`config.mk`:
```
export PLATFORM = sky130hd
export DESIGN_NAME = drive_status_output_logic
export DESIGN_NICKNAME = d
export VERILOG_FILES = /design/src/drive_status_pkg.sv /design/src/drive_status_output_logic.sv
export SDC_FILE = /design/constraint.sdc
export NUM_CORES = 2
export LEC_CHECK = 0
export BUFFER_PORTS_ARGS = -buffer_cell sky130_fd_sc_hd__buf_2
export CORE_MARGIN = 3
export CORE_UTILIZATION = 65
export DETAILED_ROUTE_END_ITERATION = 16
export PLACE_DENSITY = 0.89
export SKIP_CTS_REPAIR_TIMING = 1
export SYNTH_ARGS = -nofsm -noshare
export SYNTH_HDL_FRONTEND = slang
export SYNTH_SLANG_ARGS = --single-unit
```
`constraint.sdc`:
```
create_clock -name core_clk -period 109.5 [get_ports core_clk]
set_clock_uncertainty 0.2 [all_clocks]
set_input_delay 21.9 -clock core_clk [delete_from_list [all_inputs] [get_ports core_clk]]
set_output_delay 21.9 -clock core_clk [all_outputs]
set_load 0.01 [all_outputs]
```
`src/drive_status_pkg.sv`:
```
// Shared constants and types for the drive status output logic.
// Assumes one 20 MHz core clock; currents, torques and frequencies are unsigned fixed units.
package drive_status_pkg;
    // Core clock rate and the control tick derived from it
    localparam int unsigned CLK_HZ = 20_000_000;
    localparam int unsigned TICK_US = 1000;
    localparam int unsigned TICK_CYCLES = CLK_HZ / 1_000_000 * TICK_US;
    // Control ticks per hour-counter step (one hour at a 1 ms tick)
    localparam int unsigned HOUR_S = 3600;
    localparam int unsigned HOUR_TICKS = HOUR_S * 1_000_000 / TICK_US;

    // Output function codes for terminal routing
    localparam logic [4:0] FUNC_TORQUE_LIMIT = 5'h0_A;
    localparam logic [4:0] FUNC_RUN_HOURS = 5'h0_B;
    localparam logic [4:0] FUNC_POWERED_HOURS = 5'h0_C;
    localparam logic [4:0] FUNC_THERMAL_WARN = 5'h0_D;

    // Torque limit mode: four quadrant values, otherwise the analog limit
    localparam logic [1:0] TQ_MODE_FOUR_VALUES = 2'h0;

    // Thermal characteristic codes
    localparam logic [1:0] CURVE_REDUCED = 2'h0;
    localparam logic [1:0] CURVE_CONSTANT = 2'h1;
    localparam logic [1:0] CURVE_FREE = 2'h2;

    // Frequencies in 0.1 Hz; derating factors in 1/256 of the level
    localparam logic [15:0] REDUCED_KNEE_FREQ = 16'h00C8;   // 20.0 Hz
    localparam logic [15:0] CONSTANT_KNEE_FREQ = 16'h0019;  // 2.5 Hz
    localparam logic [15:0] FREE_FREQ_MAX = 16'h0FA0;       // 400.0 Hz
    localparam logic [8:0] FACTOR_UNITY = 9'h100;
    localparam logic [8:0] FACTOR_REDUCED = 9'h0CD;         // 0.8
    localparam logic [8:0] FACTOR_CONSTANT = 9'h0E6;        // 0.9
    // Level limits in tenths of rated current
    localparam logic [3:0] LEVEL_MIN_TENTHS = 4'h2;
    localparam logic [3:0] LEVEL_MAX_TENTHS = 4'hC;
    localparam logic [6:0] WARN_PCT_MAX = 7'h64;            // 100 %

    localparam int unsigned HEAT_DECAY_SHIFT = 8;

    typedef struct packed {
        logic [15:0] freq;  // 0.1 Hz
        logic [15:0] curr;  // Zero disables the point
    } free_point_t;

    typedef struct packed {
        logic torque_limit;
        logic run_hours_over;
        logic powered_hours_over;
        logic thermal_warning;
    } status_flags_t;
endpackage

```
`src/drive_status_output_logic.sv`:
```
// Status output logic of a motor drive: torque limit, hour counters, thermal model.
// Assumes all inputs are synchronous to core_clk and stable for at least one control tick.
`timescale 1ns/1ps
`default_nettype none
module drive_status_output_logic
    import drive_status_pkg::*;
#(
    parameter int unsigned N_TERM = 5,
    parameter int unsigned TICK_DIV = TICK_CYCLES,
    parameter int unsigned TICKS_PER_HOUR = HOUR_TICKS,
    parameter int unsigned HOURS_W = 20
) (
    input wire logic core_clk,
    input wire logic rst,
    // Torque limiting
    input wire logic torque_limit_enable_in,
    input wire logic [1:0] torque_limit_mode_sel,
    input wire logic [15:0] torque_limit_value_1,
    input wire logic [15:0] torque_limit_value_2,
    input wire logic [15:0] torque_limit_value_3,
    input wire logic [15:0] torque_limit_value_4,
    input wire logic [15:0] torque_limit_analog,
    input wire logic [1:0] torque_quadrant,
    input wire logic [15:0] torque_now,
    // Hour counters
    input wire logic run_mode_in,
    input wire logic [HOURS_W-1:0] hours_threshold,
    output logic [HOURS_W-1:0] run_hours,
    output logic [HOURS_W-1:0] powered_hours,
    // Thermal model
    input wire logic [15:0] rated_current,
    input wire logic [15:0] output_current,
    input wire logic [15:0] output_freq,
    input wire logic [1:0] profile_sel,
    input wire logic [15:0] thermal_level_profile1,
    input wire logic [15:0] thermal_level_profile2,
    input wire logic [15:0] thermal_level_profile3,
    input wire logic [1:0] thermal_curve_sel_profile1,
    input wire logic [1:0] thermal_curve_sel_profile2,
    input wire logic [1:0] thermal_curve_sel_profile3,
    input wire free_point_t free_points [3],
    input wire logic [6:0] thermal_warning_threshold,
    output logic thermal_trip,
    output logic thermal_level_error,
    // Flags and terminal routing
    output status_flags_t flags,
    input wire logic [4:0] terminal_func [N_TERM],
    output logic [N_TERM-1:0] terminal_out
);
    localparam int unsigned HEAT_W = 32 + HEAT_DECAY_SHIFT + 1;

    // Control tick and hour tick dividers
    logic [31:0] tick_cnt, next_tick_cnt;
    logic [31:0] hour_cnt, next_hour_cnt;
    logic tick, hour_step;

    // Hours are counted in whole ticks so the hour step always lands on a flag sample
    always_comb begin
        tick = (tick_cnt == 32'(TICK_DIV - 1));
        next_tick_cnt = tick ? 32'h0000_0000 : tick_cnt + 32'h0000_0001;
        hour_step = tick && (hour_cnt == 32'(TICKS_PER_HOUR - 1));
        next_hour_cnt = hour_cnt;
        if (tick) begin
            next_hour_cnt = hour_step ? 32'h0000_0000 : hour_cnt + 32'h0000_0001;
        end
    end

    // Reset restarts the tick phase, so the first tick comes TICK_DIV cycles later
    always_ff @(posedge core_clk) begin
        if (rst) begin
            tick_cnt <= '0;
            hour_cnt <= '0;
        end else begin
            tick_cnt <= next_tick_cnt;
            hour_cnt <= next_hour_cnt;
        end
    end

    // Hour counters; saturation keeps a raised flag from dropping on wrap
    logic [HOURS_W-1:0] next_run_hours, next_powered_hours;
    localparam logic [HOURS_W-1:0] HOURS_MAX = '1;

    always_comb begin
        next_run_hours = run_hours;
        next_powered_hours = powered_hours;
        if (hour_step) begin
            if (powered_hours != HOURS_MAX) begin
                next_powered_hours = powered_hours + 1'b1;
            end
            if (run_mode_in && run_hours != HOURS_MAX) begin
                next_run_hours = run_hours + 1'b1;
            end
        end
    end

    // Counter registers only
    always_ff @(posedge core_clk) begin
        if (rst) begin
            run_hours <= '0;
            powered_hours <= '0;
        end else begin
            run_hours <= next_run_hours;
            powered_hours <= next_powered_hours;
        end
    end

    // Torque limit selection
    logic [15:0] torque_limit;

    // Quadrant picks one of four limits; any other mode uses the analog limit
    always_comb begin
        torque_limit = torque_limit_analog;
        if (torque_limit_mode_sel == TQ_MODE_FOUR_VALUES) begin
            case (torque_quadrant)
                2'h0: torque_limit = torque_limit_value_1;
                2'h1: torque_limit = torque_limit_value_2;
                2'h2: torque_limit = torque_limit_value_3;
                default: torque_limit = torque_limit_value_4;
            endcase
        end
    end

    // Active profile level and curve
    logic [15:0] level_raw, level_min, level_max, level;
    logic [1:0] curve_sel;
    logic [19:0] rated_x;

    // Profile code 3 falls back to profile 1 rather than leaving the level open
    always_comb begin
        case (profile_sel)
            2'h1: begin
                level_raw = thermal_level_profile2;
                curve_sel = thermal_curve_sel_profile2;
            end
            2'h2: begin
                level_raw = thermal_level_profile3;
                curve_sel = thermal_curve_sel_profile3;
            end
            default: begin
                level_raw = thermal_level_profile1;
                curve_sel = thermal_curve_sel_profile1;
            end
        endcase
        // A level outside the window is clamped, never taken as is
        rated_x = rated_current * LEVEL_MIN_TENTHS;
        level_min = 16'(rated_x / 20'h0_000A);
        rated_x = rated_current * LEVEL_MAX_TENTHS;
        level_max = 16'(rated_x / 20'h0_000A);
        level = level_raw;
        if (level_raw < level_min) begin
            level = level_min;
        end else if (level_raw > level_max) begin
            level = level_max;
        end
    end

    // Frequency derating; free points are taken in index order, lowest valid index first
    logic [8:0] factor;
    logic [24:0] scaled;
    logic [15:0] trip_level;

    always_comb begin
        factor = FACTOR_UNITY;
        trip_level = level;
        scaled = '0;
        case (curve_sel)
            CURVE_REDUCED: begin
                if (output_freq <= REDUCED_KNEE_FREQ) begin
                    factor = FACTOR_REDUCED;
                end
            end
            CURVE_CONSTANT: begin
                if (output_freq <= CONSTANT_KNEE_FREQ) begin
                    factor = FACTOR_CONSTANT;
                end
            end
            default: ;
        endcase
        // Factor is in 1/256, so bits 23:8 hold the derated level
        scaled = level * factor;
        trip_level = scaled[23:8];
        if (curve_sel == CURVE_FREE) begin
            trip_level = level;
            // Lowest valid index wins; points out of order give a coarse curve, not an error
            for (int i = 2; i >= 0; i--) begin
                // Zero current or out-of-range frequency disables a point
                if (free_points[i].curr != 16'h0000 && free_points[i].freq <= FREE_FREQ_MAX
                    && output_freq <= free_points[i].freq) begin
                    trip_level = free_points[i].curr;
                end
            end
        end
    end

    // Heat integrator: squared current in, proportional decay out
    logic [HEAT_W-1:0] heat, next_heat;
    logic [HEAT_W-1:0] trip_heat;
    logic [HEAT_W+6:0] warn_lhs, warn_rhs;
    logic [6:0] warn_pct;
    logic next_trip;

    // Decay by a shift avoids a divider; the time constant is 256 ticks
    always_comb begin
        next_heat = heat;
        if (tick) begin
            next_heat = heat + HEAT_W'(output_current * output_current)
                        - (heat >> HEAT_DECAY_SHIFT);
        end
        trip_heat = HEAT_W'(trip_level * trip_level) << HEAT_DECAY_SHIFT;
        warn_pct = (thermal_warning_threshold > WARN_PCT_MAX) ? WARN_PCT_MAX
                   : thermal_warning_threshold;
        // Both sides carry a percent factor so the comparison needs no divide
        warn_lhs = (HEAT_W + 7)'(heat) * 7'(WARN_PCT_MAX);
        warn_rhs = (HEAT_W + 7)'(trip_heat) * warn_pct;
        next_trip = thermal_trip || (tick && heat >= trip_heat);
    end

    // Trip stays latched until reset so a cooling motor cannot restart unnoticed
    always_ff @(posedge core_clk) begin
        if (rst) begin
            heat <= '0;
            thermal_trip <= 1'b0;
        end else begin
            heat <= next_heat;
            thermal_trip <= next_trip;
        end
    end

    // Status flags, sampled together on each control tick
    status_flags_t next_flags;
    logic next_level_error;

    always_comb begin
        next_flags = flags;
        next_level_error = thermal_level_error;
        if (tick) begin
            // Limiting only counts while the external enable is held
            next_flags.torque_limit = torque_limit_enable_in
                                      && (torque_now >= torque_limit);
            next_flags.run_hours_over = (run_hours > hours_threshold);
            next_flags.powered_hours_over = (powered_hours > hours_threshold);
            // Warning at or below the trip point, so below 100 % it leads the trip
            next_flags.thermal_warning = (warn_lhs > warn_rhs);
            next_level_error = (level_raw != level);
        end
    end

    // Flag registers only
    always_ff @(posedge core_clk) begin
        if (rst) begin
            flags <= '0;
            thermal_level_error <= 1'b0;
        end else begin
            flags <= next_flags;
            thermal_level_error <= next_level_error;
        end
    end

    // Terminal routing; unknown function codes drive the terminal low
    logic [N_TERM-1:0] next_terminal_out;

    for (genvar t = 0; t < N_TERM; t++) begin : g_term
        always_comb begin
            case (terminal_func[t])
                FUNC_TORQUE_LIMIT: next_terminal_out[t] = next_flags.torque_limit;
                FUNC_RUN_HOURS: next_terminal_out[t] = next_flags.run_hours_over;
                FUNC_POWERED_HOURS: next_terminal_out[t] = next_flags.powered_hours_over;
                FUNC_THERMAL_WARN: next_terminal_out[t] = next_flags.thermal_warning;
                default: next_terminal_out[t] = 1'b0;
            endcase
        end
    end

    // Terminals change on the same edge as the flags they carry
    always_ff @(posedge core_clk) begin
        if (rst) begin
            terminal_out <= '0;
        end else begin
            terminal_out <= next_terminal_out;
        end
    end
endmodule
`default_nettype wire

```
==> results.txt <==
Netlist cell types - 134
Min Clock Period, post-route - 57.59 ns
Synth Area in Adders - 42.46%
Max Cap Violations - 0
Main synth FF type - dfxtp_1
Fraction of layout cells with a size suffix above 1 - 9.764%
Via count - 49250
Post-synthesis instance area - 52650 µm²
Required @ worst endpoint - 109.64 ns
DRT iter0 DRCs - 4486
Routed vias/inst - 6.221
Nature of the critical path endpoint - flop
Avg WL per Cell - 20.13 µm
Final wirelength - 159300 µm
Synth area leaders - fa_1 25%, ha_1 17%, inv_1 8.6%
Tot GR Track Use - 37.19%
Peak Freq - 17.36 MHz
Longest Clk Path Bufs - 2
Worst min path class - reg2reg
Worst-Skew Late Latency - 0.46 ns
I/O pin count - 407
Synth warn - 0
Core ar. - 79640 µm²
CP bufs+invs - 18
Horiz. Die Dim - 290.6 µm
Vias in the first global route - 50360
Largest area contributor in the netlist - fa_1
Max FO, Critical Path - 29
Run status - completed
Die area - 84450 µm²
Clk pin slew, worst setup/hold paths - 0.09 ns
Post-DP HPWL - 131600 µm
Root Buffer - clkbuf_16
Filler Cell Count - 6036
TritonCTS Buffers - 17
Largest net degree at the start of global routing - 53
Worst slew pin tran - 1.162 ns
Worst min-delay path endpoint - tick_cnt[0]$_SDFF_PP0_
Number of enable flip-flop cells after synthesis - 0
Hold Path Stages - 1
Die height - 290.6 µm
Row count - 103
Post-route ant nets - 0
GRT Residual Overflow - 0
Synthesis-to-layout area growth - 6.721%
Total negative slack - 0 ns
H-tree depth - 4
Slowest cell on the critical path - nor3_1
Reg2reg end - terminal_out[4]$_SDFF_PP0_
Largest stage delay, worst path - 0.97 ns
Nets - 8592
Drt drc - 0
Starting Density - 66.11%
Startpoint Class - primary input
Compound-Gate Fraction of Synth Area - 15.98%
Multi-input logic area - 44120 µm²
# port buffers - 406
Clock sinks - 156
Flops & latches, synth - 156
Hold_sp - tick_cnt[0]$_SDFF_PP0_
Final hold viol count - 0
Sequential share of the synthesized area - 5.932%
CP top delay family - compound AO/OA/AOI/OAI gates
R2r setup slk - 98.80 ns
Main combinational cell family by area after synthesis - adder cells
Simple-Gate Fraction of Synth Area - 17.88%
Reg2reg path depth - 51
CTS tree - built
Final Setup Violations - 0
Post-synthesis mux area share - 1.892%
Most frequent CP cell - a21oi_1
First-pass GRT wire length - 258800 µm
Unrepaired setup endpoints after global routing - false
DRT Pass-1 Iters - 6
Initial antenna violation count - 9
Placer congestion estimate - 1.017
Syn avg cell area - 8.014 µm²
XOR/XNOR share of the synthesized area - 5.509%
Relative slew slack - 21.93%
Setup Crit Path Kind - in2reg
Synth async-reset ratio - 0%
FF/Latch Area - 3123 µm²
Share of the synthesized area in the top cell type - 25.06%
Worst Path Arrival - 57.74 ns
Reg-to-Reg Start - heat[2]$_SDFFE_PP0N_
Final worst-path cycle share - 52.60%
Cells after Synth - 6570
Fin. max-slew vios - 0
Post-Synthesis Net Count - 8313
==> cells in the final DEF, fill, tap and decap left out, types with 51 or more instances in the layout <==
| cell type | n |
|---|---|
| xnor2_1 | 228 |
| buf_4 | 52 |
| nand4_1 | 90 |
| dfxtp_1 | 156 |
| nand2_1 | 577 |
| inv_1 | 1210 |
| ha_1 | 728 |
| nor2b_1 | 63 |
| mux2i_1 | 53 |
| xor2_1 | 100 |
| or3_1 | 51 |
| nand2b_1 | 78 |
| and2_1 | 82 |
| o21ai_0 | 198 |
| fa_1 | 659 |
| o21bai_1 | 86 |
| nor3_1 | 115 |
| nor4_1 | 59 |
| buf_2 | 405 |
| nor2_1 | 507 |
| a21oi_1 | 374 |
| nand3_1 | 132 |
| a21o_1 | 59 |
==> stage by stage <==
stage                     worst slack, ns  std cells  cell area [µm²]  hold slack [ns]  util [%]
final                               51.91       7917            56190           0.2844     70.55
after global routing                49.15       7916            56190           0.3299     70.55
after CTS                           52.59       7912            56180           0.2848     70.53
after detailed placement            52.23       7880            55600           0.2596     69.81
after global placement              53.57       7880            55600           0.2417     69.81
after floorplan                     57.56       6570            52650           0.2299         -
==> worst register-to-register path: cells and delay by family, from the launching register on <==
kind            cells  cell delay (ns)
compound gates     38             6.90
xor+xnor            1             0.10
fa+ha+maj           5             1.72
buf+inv             3             0.25
flops               1             0.46
simple gates        4             1.00
==> area by class of cell <==
class	count	share of cell area [%]
multi-input cells	4986	78.52
well taps	1050	2.338
diodes	5	0.02227
flip-flops and latches	156	5.558
clock buffers	20	0.7950
clock inverters	12	0.2271
repair buffers	457	4.302
inverters	1231	8.237
==> kinds of logic after synthesis <==
kind of cell,Yosys count
AO/OA/AOI/OAI,1247
buffers and inverters,1428
AND/OR/NAND/NOR,1940
adder cells (fa/ha/maj),1392
XOR/XNOR,329
multiplexers,78
flip-flops,156
==> Yosys cell counts, types with 32 or more instances <==
cell,n
nand3_1,132
nand2_1,577
o211ai_1,47
xnor2_1,228
a31oi_1,32
a211oi_1,35
a21oi_1,374
clkbuf_1,154
nand2b_1,78
nor2_1,509
o21ai_0,198
mux2i_1,53
dfxtp_1,156
inv_1,1210
a21o_1,59
and2_1,82
fa_1,659
nor4_1,61
ha_1,728
or2_2,38
o21a_1,39
and3_1,49
xor2_1,100
o21bai_1,86
nand4_1,90
or3_1,51
nor2b_1,63
nor3_1,115
==> routing by layer <==
metal  GRT usage, %  wire length [µm]  up-vias
li1               -                 -    22450
met1          48.03             62440    23530
met2          62.14             74590     2711
met3          5.922             14870      558
met4          15.61              7414        4
met5              0                21        -
==> sequential cells by signal, summed over array words and instances, names as in the netlist <==
name	count
heat	41
hour_cnt	32
tick_cnt	32
powered_hours	20
run_hours	20
terminal_out	5
flags	4
thermal_level_error	1
thermal_trip	1
==> worst max path at each step <==
stage                     startpoint                    endpoint  slack (ns)  cells after the start
floorplan           rated_current[2]  terminal_out[0]$_SDFF_PP0_       57.56                    150
global placement    rated_current[2]  terminal_out[4]$_SDFF_PP0_       53.57                    144
detailed placement  rated_current[2]  terminal_out[4]$_SDFF_PP0_       52.23                    145
CTS                 rated_current[2]  terminal_out[4]$_SDFF_PP0_       52.59                    145
global route        rated_current[2]  terminal_out[4]$_SDFF_PP0_       49.15                    146
finish              rated_current[2]  terminal_out[4]$_SDFF_PP0_       51.91                    144
Power is left out: the tool's default activity adds up to more than one toggle a clock period on the data nets, which glitch-free logic cannot reach.
